==> src/logic/charger_ctrl_pkg.sv <==
// Constants, types and timing counts shared by the charger status/output control block.
// Assumes one 10 MHz clock; every other unit is derived from it here.

package charger_ctrl_pkg;

  localparam int unsigned CLK_HZ = 10_000_000;
  localparam int unsigned CLK_PERIOD_NS = 1_000_000_000 / CLK_HZ;

  localparam int unsigned FAULT_PULSE_NS = 128_000;
  localparam int unsigned FAULT_PULSE_CYC = FAULT_PULSE_NS / CLK_PERIOD_NS;

  localparam int unsigned SOFTSTART_NS = 100_000;
  localparam int unsigned SOFTSTART_CYC = (SOFTSTART_NS + CLK_PERIOD_NS - 1) / CLK_PERIOD_NS;

  localparam int unsigned RESET_HOLD_MS = 4;
  localparam int unsigned RESET_HOLD_CYC = RESET_HOLD_MS * (CLK_HZ / 1000);

  localparam int unsigned AUX_CODE_W = 5;
  localparam int unsigned AUX_MV_W = 12;
  localparam logic [11:0] AUX_BASE_MV = 12'h0320;
  localparam logic [11:0] AUX_STEP_MV = 12'h0064;
  localparam logic [11:0] AUX_PASS_MV = 12'h0CE4;

  localparam int unsigned BUCK_SEL_W = 2;
  localparam int unsigned BUCK_CODE_W = 4;

  // Positions of the pin inputs inside the synchroniser vector
  localparam int unsigned PIN_UVLO = 0;
  localparam int unsigned PIN_SLP = 1;
  localparam int unsigned PIN_OVP = 2;
  localparam int unsigned PIN_BAT = 3;
  localparam int unsigned PIN_BTN = 4;
  localparam int unsigned PIN_CD = 5;
  localparam int unsigned PIN_AUX = 6;
  localparam int unsigned PIN_W = 7;
  // Button idles high, everything else low
  localparam logic [6:0] PIN_RESET = 7'h10;

  typedef enum logic [1:0] {
    AUX_PULLDOWN = 2'b00,
    AUX_LDO = 2'b01,
    AUX_LSW = 2'b10
  } aux_mode_t;

  typedef enum logic [1:0] {
    BUCK_OFF = 2'b00,
    BUCK_SOFT = 2'b01,
    BUCK_RUN = 2'b10
  } buck_state_t;

endpackage

==> src/logic/pin_sync.sv <==
// Three-stage synchroniser for asynchronous pin levels.
// A change is accepted once the second and third stage agree.
`timescale 1ns/1ps
`default_nettype none

module pin_sync #(
  parameter int unsigned WIDTH = 1,
  parameter logic [WIDTH-1:0] INIT = '0
) (
  input wire logic ref_clk, // Block clock
  input wire logic rst, // Synchronous reset, high
  input wire logic [WIDTH-1:0] pin_in, // Raw pin levels
  output logic [WIDTH-1:0] level_out // Filtered levels
);

  if (WIDTH < 1)
  begin : bad_width
    $error("pin_sync WIDTH must be at least 1");
  end

  typedef struct packed {
    logic [WIDTH-1:0] s1;
    logic [WIDTH-1:0] s2;
    logic [WIDTH-1:0] s3;
    logic [WIDTH-1:0] lvl;
  } sync_t;

  sync_t st_q;
  sync_t st_d;

  always_comb
  begin
    st_d = st_q;
    st_d.s1 = pin_in;
    st_d.s2 = st_q.s1;
    st_d.s3 = st_q.s2;
    for (int i = 0; i < WIDTH; i++)
    begin
      if (st_q.s2[i] == st_q.s3[i])
      begin
        st_d.lvl[i] = st_q.s3[i];
      end
    end
  end

  always_ff @(posedge ref_clk)
  begin
    if (rst)
    begin
      st_q <= '{s1: INIT, s2: INIT, s3: INIT, lvl: INIT};
    end
    else
    begin
      st_q <= st_d;
    end
  end

  assign level_out = st_q.lvl;

endmodule // pin_sync

`default_nettype wire

==> src/logic/charger_status_output_ctrl.sv <==
// Status pins, chip-disable handling, buck enable sequencing and aux output selection.
// Analog comparators arrive as asynchronous levels; charger state comes from same-clock logic.
`timescale 1ns/1ps
`default_nettype none

module charger_status_output_ctrl #(
  parameter int unsigned FAULT_PULSE_CYCLES = charger_ctrl_pkg::FAULT_PULSE_CYC,
  parameter int unsigned SOFTSTART_CYCLES = charger_ctrl_pkg::SOFTSTART_CYC,
  parameter int unsigned RESET_HOLD_CYCLES = charger_ctrl_pkg::RESET_HOLD_CYC
) (
  input wire logic ref_clk, // 10 MHz clock
  input wire logic rst, // Synchronous reset, high
  input wire logic vin_above_uvlo, // Pin: input above UVLO
  input wire logic vin_above_bat_slp, // Pin: input above battery plus sleep offset
  input wire logic vin_below_ovp, // Pin: input below OVP
  input wire logic battery_present, // Pin: battery detected
  input wire logic push_button_in_n, // Pin: push-button, low pressed
  input wire logic chip_disable_n, // Pin: chip-disable level when driven
  input wire logic chip_disable_driven, // Pin: host actively drives chip-disable
  input wire logic aux_output_pin_ctrl, // Pin: aux control, high on
  input wire logic startup_done, // Start-up sequence finished
  input wire logic startup_fault, // Start-up finished into a fault
  input wire logic charging_active, // Charge or recharge in progress
  input wire logic fault_event, // One-cycle fault strobe
  input wire logic aux_fault, // Fault blocking the aux output
  input wire logic status_pin_mirror_select, // Power-good mirrors the button
  input wire logic charge_status_int_en, // Show charging on interrupt pin
  input wire logic buck_output_enable, // Buck enable, test use only
  input wire logic [charger_ctrl_pkg::BUCK_SEL_W-1:0] buck_range_select, // Buck range field
  input wire logic [charger_ctrl_pkg::BUCK_CODE_W-1:0] buck_voltage_code, // Buck code field
  input wire logic aux_output_enable_bit, // Aux enable bit
  input wire logic [charger_ctrl_pkg::AUX_CODE_W-1:0] aux_output_voltage_code, // Aux code
  output logic power_good_n_o, // Power-good drive level
  output logic power_good_n_oe, // Power-good pulls low when high
  output logic int_n_o, // Interrupt drive level
  output logic int_n_oe, // Interrupt pulls low when high
  output logic button_mirror_mode, // Power-good shows the button
  output logic charge_enable, // Charger allowed
  output logic hiz_mode, // High-impedance mode
  output logic mid_power_rail_on, // Mid rail active
  output logic batfet_on, // Battery discharge FET on
  output logic buck_ref_on, // Buck reference powered
  output logic buck_soft_start, // Buck in soft start
  output logic buck_switching, // Buck switching
  output logic buck_discharge, // Buck output discharge on
  output logic [charger_ctrl_pkg::BUCK_SEL_W-1:0] buck_range_o, // Applied buck range
  output logic [charger_ctrl_pkg::BUCK_CODE_W-1:0] buck_code_o, // Applied buck code
  output logic [1:0] aux_mode, // aux_mode_t of aux output
  output logic [charger_ctrl_pkg::AUX_MV_W-1:0] aux_target_mv, // Aux regulation target
  output logic aux_pulldown_on // Aux discharge pull-down
);

  localparam int unsigned PW = $clog2(FAULT_PULSE_CYCLES + 1);
  localparam int unsigned SW = $clog2(SOFTSTART_CYCLES + 1);
  localparam int unsigned HW = $clog2(RESET_HOLD_CYCLES + 1);

  if (FAULT_PULSE_CYCLES < 1 || SOFTSTART_CYCLES < 1 || RESET_HOLD_CYCLES < 1)
  begin : bad_counts
    $error("charger_status_output_ctrl counts must be at least 1");
  end

  typedef struct packed {
    logic drive_lo;
    logic started_ok;
    logic started_bad;
    logic pg_low;
    logic int_low;
    logic [PW-1:0] pulse_cnt;
    logic [HW-1:0] hold_cnt;
    logic hold_done;
    logic sys_lock;
    logic en_prev;
    charger_ctrl_pkg::buck_state_t buck_st;
    logic [SW-1:0] soft_cnt;
    logic buck_ref;
    logic buck_soft;
    logic buck_sw;
    logic buck_dis;
    logic [charger_ctrl_pkg::BUCK_SEL_W-1:0] buck_sel;
    logic [charger_ctrl_pkg::BUCK_CODE_W-1:0] buck_code;
    logic mirror;
    logic chg_en;
    logic hiz;
    logic mid_on;
    logic batfet;
    charger_ctrl_pkg::aux_mode_t aux_md;
    logic [charger_ctrl_pkg::AUX_MV_W-1:0] aux_mv;
    logic aux_pd;
  } ctrl_t;

  ctrl_t st_q;
  ctrl_t st_d;

  logic [charger_ctrl_pkg::PIN_W-1:0] pin_raw;
  logic [charger_ctrl_pkg::PIN_W-1:0] pin_lvl;
  logic cd_pin;
  logic vin_valid;
  logic btn_low;
  logic cd_low;
  logic aux_pin;
  logic bat_only;

  // Weak internal pull-down: a floating chip-disable reads low
  assign cd_pin = chip_disable_driven & chip_disable_n;

  assign pin_raw = {aux_output_pin_ctrl, cd_pin, push_button_in_n, battery_present,
                    vin_below_ovp, vin_above_bat_slp, vin_above_uvlo};

  pin_sync #(
    .WIDTH(charger_ctrl_pkg::PIN_W),
    .INIT(charger_ctrl_pkg::PIN_RESET)
  ) u_pin_sync (
    .ref_clk(ref_clk),
    .rst(rst),
    .pin_in(pin_raw),
    .level_out(pin_lvl)
  );

  function automatic logic [charger_ctrl_pkg::AUX_MV_W-1:0] aux_mv_of(
    input logic [charger_ctrl_pkg::AUX_CODE_W-1:0] code
  );
    logic [charger_ctrl_pkg::AUX_MV_W-1:0] ext;
    ext = {{(charger_ctrl_pkg::AUX_MV_W - charger_ctrl_pkg::AUX_CODE_W){1'b0}}, code};
    aux_mv_of = charger_ctrl_pkg::AUX_MV_W'(charger_ctrl_pkg::AUX_BASE_MV
                + ext * charger_ctrl_pkg::AUX_STEP_MV);
  endfunction

  assign vin_valid = pin_lvl[charger_ctrl_pkg::PIN_UVLO] & pin_lvl[charger_ctrl_pkg::PIN_SLP]
                     & pin_lvl[charger_ctrl_pkg::PIN_OVP];
  assign btn_low = ~pin_lvl[charger_ctrl_pkg::PIN_BTN];
  assign cd_low = ~pin_lvl[charger_ctrl_pkg::PIN_CD];
  assign aux_pin = pin_lvl[charger_ctrl_pkg::PIN_AUX];
  assign bat_only = pin_lvl[charger_ctrl_pkg::PIN_BAT] & ~vin_valid;

  always_comb
  begin
    st_d = st_q;
    st_d.drive_lo = 1'b0;

    // Start-up verdict is taken once and kept until reset
    if (startup_done && !st_q.started_ok && !st_q.started_bad)
    begin
      if (startup_fault)
      begin
        st_d.started_bad = 1'b1;
      end
      else
      begin
        st_d.started_ok = 1'b1;
      end
    end

    // Power-good, optionally mirroring the button
    st_d.mirror = status_pin_mirror_select;
    if (!st_q.started_ok)
    begin
      st_d.pg_low = 1'b0;
    end
    else if (status_pin_mirror_select)
    begin
      st_d.pg_low = btn_low;
    end
    else
    begin
      st_d.pg_low = vin_valid;
    end

    // Fault pulse: a new fault restarts a full-length pulse
    if (fault_event && st_q.started_ok)
    begin
      st_d.pulse_cnt = PW'(FAULT_PULSE_CYCLES);
    end
    else if (st_q.pulse_cnt != '0)
    begin
      st_d.pulse_cnt = st_q.pulse_cnt - PW'(1);
    end

    // Charging shows only when enabled; done or disabled charge drops the hold
    st_d.int_low = st_q.started_ok
                   && ((st_d.pulse_cnt != '0)
                       || (charging_active && charge_status_int_en && st_q.chg_en));

    // Chip-disable and supply decide charging and high-impedance mode
    st_d.chg_en = vin_valid && cd_low;
    st_d.hiz = bat_only && cd_low;
    st_d.mid_on = vin_valid || (bat_only && cd_low);
    st_d.batfet = bat_only && cd_low;

    // Long button hold counter
    if (btn_low)
    begin
      if (st_q.hold_cnt != HW'(RESET_HOLD_CYCLES))
      begin
        st_d.hold_cnt = st_q.hold_cnt + HW'(1);
      end
    end
    else
    begin
      st_d.hold_cnt = '0;
    end
    st_d.hold_done = btn_low && (st_q.hold_cnt == HW'(RESET_HOLD_CYCLES) - HW'(1));

    // Once disabled, the buck stays locked out until input or long hold
    st_d.en_prev = buck_output_enable;
    if (st_q.en_prev && !buck_output_enable)
    begin
      st_d.sys_lock = 1'b1;
    end
    else if (vin_valid || st_q.hold_done)
    begin
      st_d.sys_lock = 1'b0;
    end

    st_d.buck_sel = buck_range_select;
    st_d.buck_code = buck_voltage_code;

    unique case (st_q.buck_st)
      charger_ctrl_pkg::BUCK_OFF:
      begin
        if (buck_output_enable && !st_q.sys_lock)
        begin
          st_d.buck_st = charger_ctrl_pkg::BUCK_SOFT;
          st_d.soft_cnt = SW'(SOFTSTART_CYCLES);
        end
      end
      charger_ctrl_pkg::BUCK_SOFT:
      begin
        if (!buck_output_enable || st_q.sys_lock)
        begin
          st_d.buck_st = charger_ctrl_pkg::BUCK_OFF;
        end
        else if (st_q.soft_cnt == SW'(1))
        begin
          st_d.buck_st = charger_ctrl_pkg::BUCK_RUN;
        end
        else
        begin
          st_d.soft_cnt = st_q.soft_cnt - SW'(1);
        end
      end
      charger_ctrl_pkg::BUCK_RUN:
      begin
        if (!buck_output_enable || st_q.sys_lock)
        begin
          st_d.buck_st = charger_ctrl_pkg::BUCK_OFF;
        end
      end
      default:
      begin
        st_d.buck_st = charger_ctrl_pkg::BUCK_OFF;
      end
    endcase

    st_d.buck_ref = st_d.buck_st != charger_ctrl_pkg::BUCK_OFF;
    st_d.buck_soft = st_d.buck_st == charger_ctrl_pkg::BUCK_SOFT;
    st_d.buck_sw = st_d.buck_st != charger_ctrl_pkg::BUCK_OFF;
    st_d.buck_dis = st_d.buck_st == charger_ctrl_pkg::BUCK_OFF;

    // Aux output: chip-disable plays no part, so an enabled output stays on
    st_d.aux_mv = aux_mv_of(aux_output_voltage_code);
    if ((aux_output_enable_bit || aux_pin) && !aux_fault)
    begin
      if (st_d.aux_mv > charger_ctrl_pkg::AUX_PASS_MV)
      begin
        st_d.aux_md = charger_ctrl_pkg::AUX_LSW;
      end
      else
      begin
        st_d.aux_md = charger_ctrl_pkg::AUX_LDO;
      end
      st_d.aux_pd = 1'b0;
    end
    else
    begin
      st_d.aux_md = charger_ctrl_pkg::AUX_PULLDOWN;
      st_d.aux_pd = 1'b1;
    end
  end

  always_ff @(posedge ref_clk)
  begin
    if (rst)
    begin
      st_q <= '0;
      st_q.buck_st <= charger_ctrl_pkg::BUCK_OFF;
      st_q.buck_dis <= 1'b1;
      st_q.aux_md <= charger_ctrl_pkg::AUX_PULLDOWN;
      st_q.aux_pd <= 1'b1;
    end
    else
    begin
      st_q <= st_d;
    end
  end

  assign power_good_n_o = st_q.drive_lo;
  assign power_good_n_oe = st_q.pg_low;
  assign int_n_o = st_q.drive_lo;
  assign int_n_oe = st_q.int_low;
  assign button_mirror_mode = st_q.mirror;
  assign charge_enable = st_q.chg_en;
  assign hiz_mode = st_q.hiz;
  assign mid_power_rail_on = st_q.mid_on;
  assign batfet_on = st_q.batfet;
  assign buck_ref_on = st_q.buck_ref;
  assign buck_soft_start = st_q.buck_soft;
  assign buck_switching = st_q.buck_sw;
  assign buck_discharge = st_q.buck_dis;
  assign buck_range_o = st_q.buck_sel;
  assign buck_code_o = st_q.buck_code;
  assign aux_mode = st_q.aux_md;
  assign aux_target_mv = st_q.aux_mv;
  assign aux_pulldown_on = st_q.aux_pd;

endmodule // charger_status_output_ctrl

`default_nettype wire

==> config.mk <==
export PLATFORM = sky130hd
export DESIGN_NAME = charger_status_output_ctrl
export DESIGN_NICKNAME = d
export VERILOG_FILES = /design/src/logic/charger_ctrl_pkg.sv /design/src/logic/pin_sync.sv /design/src/logic/charger_status_output_ctrl.sv
export SDC_FILE = /design/constraint.sdc
export NUM_CORES = 1
export LEC_CHECK = 0
export ABC_AREA = 1
export BUFFER_PORTS_ARGS = -buffer_cell sky130_fd_sc_hd__clkbuf_2
export CAP_MARGIN = 20
export CORE_MARGIN = 2
export CORE_UTILIZATION = 40
export CTS_CLUSTER_DIAMETER = 150
export DETAILED_ROUTE_END_ITERATION = 16
export PLACE_DENSITY = 0.55
export REMOVE_ABC_BUFFERS = 1
export SYNTH_ARGS = -nofsm -noshare
export SYNTH_HDL_FRONTEND = slang
export SYNTH_SLANG_ARGS = --single-unit
==> constraint.sdc <==
create_clock -name ref_clk -period 3.1 [get_ports ref_clk]
set_clock_uncertainty 0.1 [all_clocks]
set_input_delay 0.155 -clock ref_clk [delete_from_list [all_inputs] [get_ports ref_clk]]
set_output_delay 0.155 -clock ref_clk [all_outputs]
set_load 0.1 [all_outputs]
# --- Yosys cells after proc, flatten, opt, wreduce, memory -nomap -nowiden ---
# Index checks and enable logic that the tools add are counted.
totals:
  regBits: 103
  out_inout_bits: 34
  word_cells: 116
classes:
  n_addsub: 4
  mul: 1
  n_lt_le_gt_ge: 1
  eq_ne: 16
  mux: 15
  n_bitwise: 10
  n_reduce_logical: 35
op_table:
  columns: ["operator", "n"]
  rows:
  - ["$mux 11", 2]
  - ["$reduce_bool 11->1", 2]
  - ["$mux 10", 2]
  - ["$pmux 10 s2", 1]
  - ["$add 16x1->16 const B", 1]
  - ["$eq 16x16->1 const B", 1]
  - ["$ne 16x16->1 const B", 1]
  - ["$add 10x12->12 const A", 1]
  - ["$gt 12x12->1 const B", 1]
  - ["$logic_and 1x1->1", 12]
  - ["$mux 12", 1]
  - ["$sub 11x1->11 const B", 1]
  - ["$eq 10x1->1 const B", 1]
  - ["$mul 5x5->10 const B", 1]
  - ["$sub 10x1->10 const B", 1]
  - ["$mux 2", 4]
  - ["$eq 1x1->1", 7]
  - ["$ne 2x2->1 const B", 3]
  - ["$not 1->1", 6]
  - ["$pmux 2 s3", 1]
  - ["$reduce_bool 2->1", 3]
  - ["$reduce_or 2->1", 3]
  - ["$logic_not 1->1", 5]
  - ["$logic_or 1x1->1", 5]
  - ["7 further kinds", 16]

# --- Depth between registers and ports, before layout ---
# Gate-level depths: netlist of the first run.
logic_depth:
  word_depth: 6
  depth_mapped: 16
  mapped_depth_nobuf: 16

# --- By module ---
# Synthesis of the first run repeated with hierarchy kept, for this count alone.
hier_totals:
  cells_unflattened: 592
  hier_area_um2: 4576.9
modules_own_cells:
  columns: ["module", "instances", "cells_per_inst", "area_each_um2", "seq_area_each_um2"]
  rows:
  - ["charger_status_output_ctrl", 1, 489, 3679.8, 1441.4]
  - ["pin_sync", 1, 103, 897.1, 560.5]

# --- Worst setup path before layout of the first run ---
# OpenSTA, ideal clock, no wires.
synth_timing:
  kind: "input port to flip-flop"
  from: "input aux_output_voltage_code[0] (netlist bit)"
  to: "register st_q (netlist bit aux_mode[0])"
  setup_time_ns: 0.128
  arrival_time_ns: 2.228
  setup_slack_ns: 0.644
  path_stages: 15
  path_buffers: 0
  cell_sequence: "inv_1 -> ha_1 -> ha_1 -> ha_1 -> fa_1 -> nand3_1 -> inv_1 -> nor2_1 -> clkinv_1 -> nand2_1 -> clkinv_1 -> o21ai_1 -> o21ai_2 -> nor2_1 -> nor2_1"
synth_between:
  elab_chain_cells: 4
synth_rtl:
  columns: ["item", "line_no", "text"]
  rows:
  - ["start, declared", "charger_status_output_ctrl.sv:32", "input wire logic [charger_ctrl_pkg::AUX_CODE_W-1:0] aux_output_voltage_code,"]
  - ["$mul 5x5->10", "charger_status_output_ctrl.sv:125", "+ ext * charger_ctrl_pkg::AUX_STEP_MV);"]
  - ["$add 10x12->12", "charger_status_output_ctrl.sv:125", null]
  - ["$gt 12x12->1", "charger_status_output_ctrl.sv:263", "if (st_d.aux_mv > charger_ctrl_pkg::AUX_PASS_MV)"]
  - ["$mux 2", "charger_status_output_ctrl.sv:263", null]
  - ["end signal, assigned", "charger_status_output_ctrl.sv:292", "st_q <= st_d;"]
  - ["end, declared", "charger_status_output_ctrl.sv:91", "ctrl_t st_q;"]
# Every way passes these cells.
# A chain may end at the register's enable or synchronous reset.

# --- Final worst setup path of the first run ---
layout_timing:
  from: "input aux_output_voltage_code[2] (netlist bit)"
  to: "register st_q (netlist bit aux_mode[0])"
# Same word-level chain as after synthesis.

==> results.ini, run 1 <==
[worst_setup_path]
path_class = input port to flip-flop
cpPeakStageDelay_ns = 0.54
end_kind = flip-flop
cp_data_required_time_ns = 3.22
crit_slowest_cell = fa_1
cp_common_cell = nor2_1
cp_max_fo = 3
crit_arrival_ns = 2.87
path_cells = dlygate4sd3_1 -> clkbuf_2 -> ha_1 -> ha_1 -> fa_1 -> nand3_1 -> inv_1 -> nor2_1 -> clkinv_1 -> nand2_1 -> clkinv_1 -> o21ai_1 -> o21ai_2 -> nor2_1 -> nor2_1
cp-start-kind = input port

[global_route]
overflow = 0
grt_max_degree = 57
grt_pass1_vias = 3507
grt_pass1_wl_um = 15300
grt_util_all_layers_pct = 15.0
antenna_found_initial = 0

[sta]
rsz0062_at_grt = false
hold_slack_ns = 0.0124
fin_crit_ns = 2.75
setup-violations-final = 0
worst_slew_pin_slew_ns = 0.590
final.setup.tns_ns = 0
setup_slack_ns = 0.350
hold_violations = 0
drv_slew = 0
max_freq_mhz = 364
period_share_pct = 88.7
timing.slew.headroom_pct = 60.7

[cts]
numCtsBuffers = 9
clock_latency_ns = 0.34
ctsHtreeMaxLevel = 3
cts-hold-fix-buffers = 20
postCtsResizedCells = 0
cts_tree = built
cts_sinks = 100
path_clk_slew_ns = 0.07
cts_buffer_depth = 2
post_cts_buffers = 0
clock-root-buffer = clkbuf_16

[routing]
vias_per_cell = 4.57
drc = 0
wl_per_cell_um = 10.9
routed_wirelength_um = 8660
drt_pass1_iterations = 4
drt-initial-drc-count = 165
ant_nets = 0
vias = 3643

[synth]
postSynthCellCount = 588
synth_fa_ha_area_share_pct = 7.29
synth_largest_area_cell = dfxtp_1
synth_area_leaders = dfxtp_1 44%, nor2_1 7.8%, inv_1 7.6%
yosys.area_share.simple_pct = 24.0
syn_area_mm2 = 0.00457
yosysWarningCount = 0
synthXorXnorAreaFrac_pct = 3.07
muxShareOfSynthArea_pct = 0
synth_compound_area_share_pct = 8.91
synth_cell_types = 37
seq_area_frac_synth_pct = 43.8
synth_top_area_share_pct = 43.8
ys_ff_latch = 100
synth_top_family_by_area = simple AND/OR/NAND/NOR gates
syn_avg_cell_area_um2 = 7.76

[floorplanning]
initial_utilization_pct = 40.5
coreArea_mm2 = 0.0113
die-width_um = 111
io-pin-count = 64
rows = 39
die_h_um = 111
die_area_mm2 = 0.0123

[power]
irDropWorstVdd_v = 0.000368
p_per_area_mw_per_mm2 = 703
p_leak_nw = 2.51
power.total_mw = 3.77

[placement]
dp_slack_ns = 0.318
dpl-instance-area_mm2 = 0.00485
gp_congestion = 0.815
dp_hpwl_um = 6280
numPortBuffers = 59
dpl.cell_count = 762

[cells_and_area]
stdcell_count = 797
syn2layout_area_growth_pct = 17.4
stdcell_area_mm2 = 0.00536
layout-drive-gt1-share_pct = 15.4
nNetsFinal = 706
antenna_cells = 0
fillerInstances = 1129
fin_util_pct = 47.6

[min_path]
hp-class = input port to flip-flop

[job]
cap_violations = 0

[status]
status = complete, no violations

==> report_power, final <==
part,switching (mW),internal (mW)
logic,0.807,0.350
registers,0.0573,1.39
clock network,0.464,0.703
total,1.33,2.44
==> cells by family (layout without fill, tap and decap cells) <==
family	after synthesis	in the layout
AND/OR/NAND/NOR	240	240
buffers and inverters	132	195
flip-flops	100	100
AO/OA/AOI/OAI	73	73
adder cells (fa/ha/maj)	26	26
XOR/XNOR	16	16
other	1	4
==> synthesized netlist by cell type <==
cell type and count:
xor2_1 10, nand4_1 7, dfxtp_1 100, a211oi_1 4, clkbuf_1 6, o21ai_2 1
or3b_2 1, nand3_1 28, inv_1 92, xnor2_1 6, buf_4 24, inv_2 3
or2_2 2, o21bai_1 1, or2_1 3, o21a_1 4, nand4_2 1, a21oi_1 32
nor3_1 12, o31ai_1 4, o21ai_0 21, clkinv_1 4, nor2_1 95, nor2_2 3
fa_1 1, nor2_4 3, nand2_2 7, nor3_2 3, conb_1 1, nor4_2 1
o2111ai_1 1, o21ai_1 4, ha_1 25, nor3_4 2, buf_1 3, nand2_1 72
a31oi_1 1
==> per-layer routing <==
layer / share of wire, % / wire length [um] / vias to the layer above / GRT usage [%]
met4: 2.4 / 208 / 0 / 7.00
met5: 0 / 0 / - / 0
met1: 47 / 4080 / 1636 / 18.2
met2: 47 / 4100 / 61 / 26.0
met3: 3.2 / 274 / 13 / 2.41
li1: - / - / 1933 / -
==> final cells by class <==
type	instances	area [um^2]	share of cell area [%]
Clock buffer	11	233	4.34
Inverter	99	372	6.93
Timing Repair Buffer	81	510	9.52
Clock inverter	4	75.1	1.40
Sequential cell	100	2000	37.3
Multi-Input combinational cell	359	1990	37.1
Tap cell	143	179	3.34
==> layout by cell type (no fill, tap or decap), types with 6 or more instances in the layout <==
cell type / synthesis / final
a21oi_1: 32 / 32
dlygate4sd3_1: 0 / 20
nand3_1: 28 / 28
inv_1: 92 / 92
clkbuf_2: 0 / 59
nor2_1: 95 / 95
ha_1: 25 / 25
o21ai_0: 21 / 21
xor2_1: 10 / 10
xnor2_1: 6 / 6
nand2_1: 72 / 72
nand2_2: 7 / 7
nand4_1: 7 / 7
nor3_1: 12 / 12
dfxtp_1: 100 / 100
clkbuf_16: 0 / 9
==> registers in the layout, indices dropped and copies added (netlist names), 2 cells and up <==
| signal | flops |
|---|---|
| aux_target_mv | 10 |
| buck_code_o | 4 |
| buck_range_o | 2 |
| u_pin_sync.st_q | 7 |
| u_pin_sync.st_d | 14 |
| aux_mode | 2 |
| u_pin_sync.level_out | 7 |
| st_q | 44 |
==> worst paths after layout <==
| check | from | end | slack, ns | cells past startpoint |
|---|---|---|---|---|
| setup / recovery | aux_output_voltage_code[2] | aux_mode[0] | 0.35 | 15 |
| hold / removal | rst | u_pin_sync.st_d[10] | 0.01 | 2 |
| setup reg to reg | st_q[61] | int_n_oe | 1.11 | 13 |
| hold reg to reg | u_pin_sync.st_d[17] | u_pin_sync.st_d[10] | 0.30 | 2 |
==> critical path, delay by kind of cell <==
| family | cells | cell delay (ns) |
|---|---|---|
| AOI/OAI and AO/OA | 2 | 0.20 |
| adders and majority gates | 3 | 1.17 |
| buffers and inverters | 5 | 0.87 |
| and+or+nand+nor | 5 | 0.48 |
Note: power is estimated with default switching activity, not from simulation.
==> run 2, diff against run 1 <==
- BUFFER_PORTS_ARGS: -buffer_cell sky130_fd_sc_hd__clkbuf_2 -> unset
- DONT_BUFFER_PORTS: unset -> 1
- PLACE_DENSITY: 0.55 -> 0.5
==> results.ini, run 2 (synthesized netlist as in run 1, its figures left out) <==
[cts]
postCtsResizedCells = 0  ; unchanged
cts_buffer_depth = 2  ; unchanged
cts_tree = built
cts_sinks = 100  ; unchanged
clock-root-buffer = clkbuf_16
numCtsBuffers = 9  ; unchanged
clock_latency_ns = 0.34  ; about the same
ctsHtreeMaxLevel = 3  ; unchanged
path_clk_slew_ns = 0.07  ; about the same

[placement]
dpl.cell_count = 702  ; -7.9%
dp_hpwl_um = 5940  ; -5.4%
gp_congestion = 0.790  ; -3.0%
numPortBuffers = 0  ; -100%
dp_slack_ns = 0.476  ; +0.157 ns

[cells_and_area]
layout-drive-gt1-share_pct = 7.64  ; -7.8 points
mostFrequentLayoutCell = dfxtp_1
stdcell_count = 745  ; -6.5%
mostFrequentLayoutCells = 98 x dfxtp_1, 95 x nor2_1, 92 x inv_1, 72 x nand2_1, 32 x a21oi_1
largest_reg_flops = 44  ; unchanged
nNetsFinal = 653  ; -7.5%
fin_util_pct = 45.7  ; -1.8 points
antenna_cells = 0  ; unchanged
regMostFlops = st_q
syn2layout_area_growth_pct = 12.9
fillerInstances = 1148  ; +1.7%

[floorplanning]
die_area_mm2 = 0.0123  ; unchanged
coreArea_mm2 = 0.0113  ; unchanged
rows = 39  ; unchanged
initial_utilization_pct = 40.5  ; unchanged
io-pin-count = 64  ; unchanged
die-width_um = 111  ; unchanged
die_h_um = 111  ; unchanged

[routing]
wl_met3_um = 274  ; unchanged
ant_nets = 0  ; unchanged
drc = 0  ; unchanged
wl_met1_um = 4200  ; +2.9%
dr.max_layer_used = met4
dr_wl_met2_um = 4060  ; -0.98%
vias_per_cell = 4.61  ; +0.96%
routed_wirelength_um = 8690  ; +0.30%
drt_pass1_iterations = 4  ; unchanged
drt-initial-drc-count = 142  ; -14%
wl_per_cell_um = 11.7  ; +7.3%
vias = 3438  ; -5.6%

[global_route]
grt_util_all_layers_pct = 14.9  ; -0.043 points
overflow = 0  ; unchanged
antenna_found_initial = 0  ; unchanged
grt_max_degree = 61  ; +7.0%
grt_pass1_wl_um = 14900  ; -2.5%
grt_pass1_vias = 3289  ; -6.2%

[power]
p_per_area_mw_per_mm2 = 723  ; +2.8%
p_leak_nw = 2.30  ; -8.4%
irDropWorstVdd_v = 0.000352  ; -4.5%

[sta]
worst_slew_pin_slew_ns = 1.01  ; +0.420 ns
hold_violations = 0  ; unchanged
max_freq_mhz = 354  ; -2.5%
rsz0062_at_grt = false
setup_slack_ns = 0.279  ; -0.0712 ns
timing.slew.headroom_pct = 32.9  ; -28 points
fin_crit_ns = 2.82  ; +0.0712 ns
period_share_pct = 91.0  ; +2.3 points
setup-violations-final = 0  ; unchanged
drv_slew = 0  ; unchanged
final.setup.tns_ns = 0  ; unchanged

[worst_setup_path]
end_kind = flip-flop
crit_arrival_ns = 2.94  ; +0.07 ns
cp-start-kind = input port
cp_max_fo = 3  ; unchanged
cp_data_required_time_ns = 3.22  ; about the same
path_class = input port to flip-flop

[min_path]
hp-class = input port to flip-flop

[job]
cap_violations = 0  ; unchanged

[status]
status = complete, no violations

==> run 2: changes by cell type in the layout (fill, tap and decap cells not counted), sizes merged <==
cell	before	now
bufinv	2	1
clkbuf	70	13
clkinv	4	6
clkinvlp	2	0
dlygate4sd3	20	26
==> run 2: metrics by stage <==
| stage | cell area [um^2] | hold WS, ns | power (mW) |
|---|---|---|---|
| floorplan | 4360 | 0.122 | 2.39 |
| global placement | 4550 | 0.134 | 2.54 |
| detailed placement | 4550 | 0.136 | 2.54 |
| CTS | 5150 | 0.00925 | 3.77 |
| global route | 5150 | 0.0270 | 3.96 |
| finish | 5150 | 0.0168 | 3.73 |
==> run 2: cell type report <==
| cell class | instances | area, um^2 | share of cell area (%) |
|---|---|---|---|
| repair buffers | 28 | 295 | 5.73 |
| well taps | 143 | 179 | 3.47 |
| multi-input cells | 359 | 1990 | 38.6 |
| flip-flops and latches | 100 | 2000 | 38.9 |
| clock buffers | 13 | 270 | 5.24 |
| inverters | 99 | 372 | 7.21 |
| clock inverters | 3 | 43.8 | 0.850 |
==> run 2: path summary, 6_finish.rpt <==
check                             startpoint            endpoint  slack [ns]  depth (start not counted)
setup / recovery  aux_output_voltage_code[1]         aux_mode[0]        0.28                         16
setup reg to reg                    st_q[61]            int_n_oe        1.13                         11
hold / removal    aux_output_voltage_code[0]    aux_target_mv[5]        0.02                          2
hold reg to reg          u_pin_sync.st_d[16]  u_pin_sync.st_d[9]        0.30                          2
==> run 2: worst max-delay path, stage by stage <==
cell and delay [ns]:
dlygate4sd3_1 0.54, inv_1 0.10, ha_1 0.24, ha_1 0.28
ha_1 0.24, fa_1 0.50, nand3_1 0.11, inv_1 0.05
nor2_1 0.19, clkinv_1 0.09, nand2_1 0.06, clkinv_1 0.06
o21ai_1 0.10, o21ai_2 0.10, nor2_1 0.09, nor2_1 0.04
==> run 2: per-layer routing <==
metal / vias up / GRT usage [%]
met2: 52 / 24.9
met3: 10 / 2.68
met5: - / 0
met1: 1542 / 18.5
li1: 1834 / -
met4: 0 / 7.75
==> run 2: where the power goes <==
group	switching [mW]	internal (mW)	leakage, nW
logic	0.549	0.324	1.32
clock network	0.472	0.692	0.156
registers	0.300	1.39	0.821
==> run 2: repair_timing <==
action	in CTS	in global routing
buffers inserted	0	0
hold buffers	27	0
hold endpoints to repair	65	0
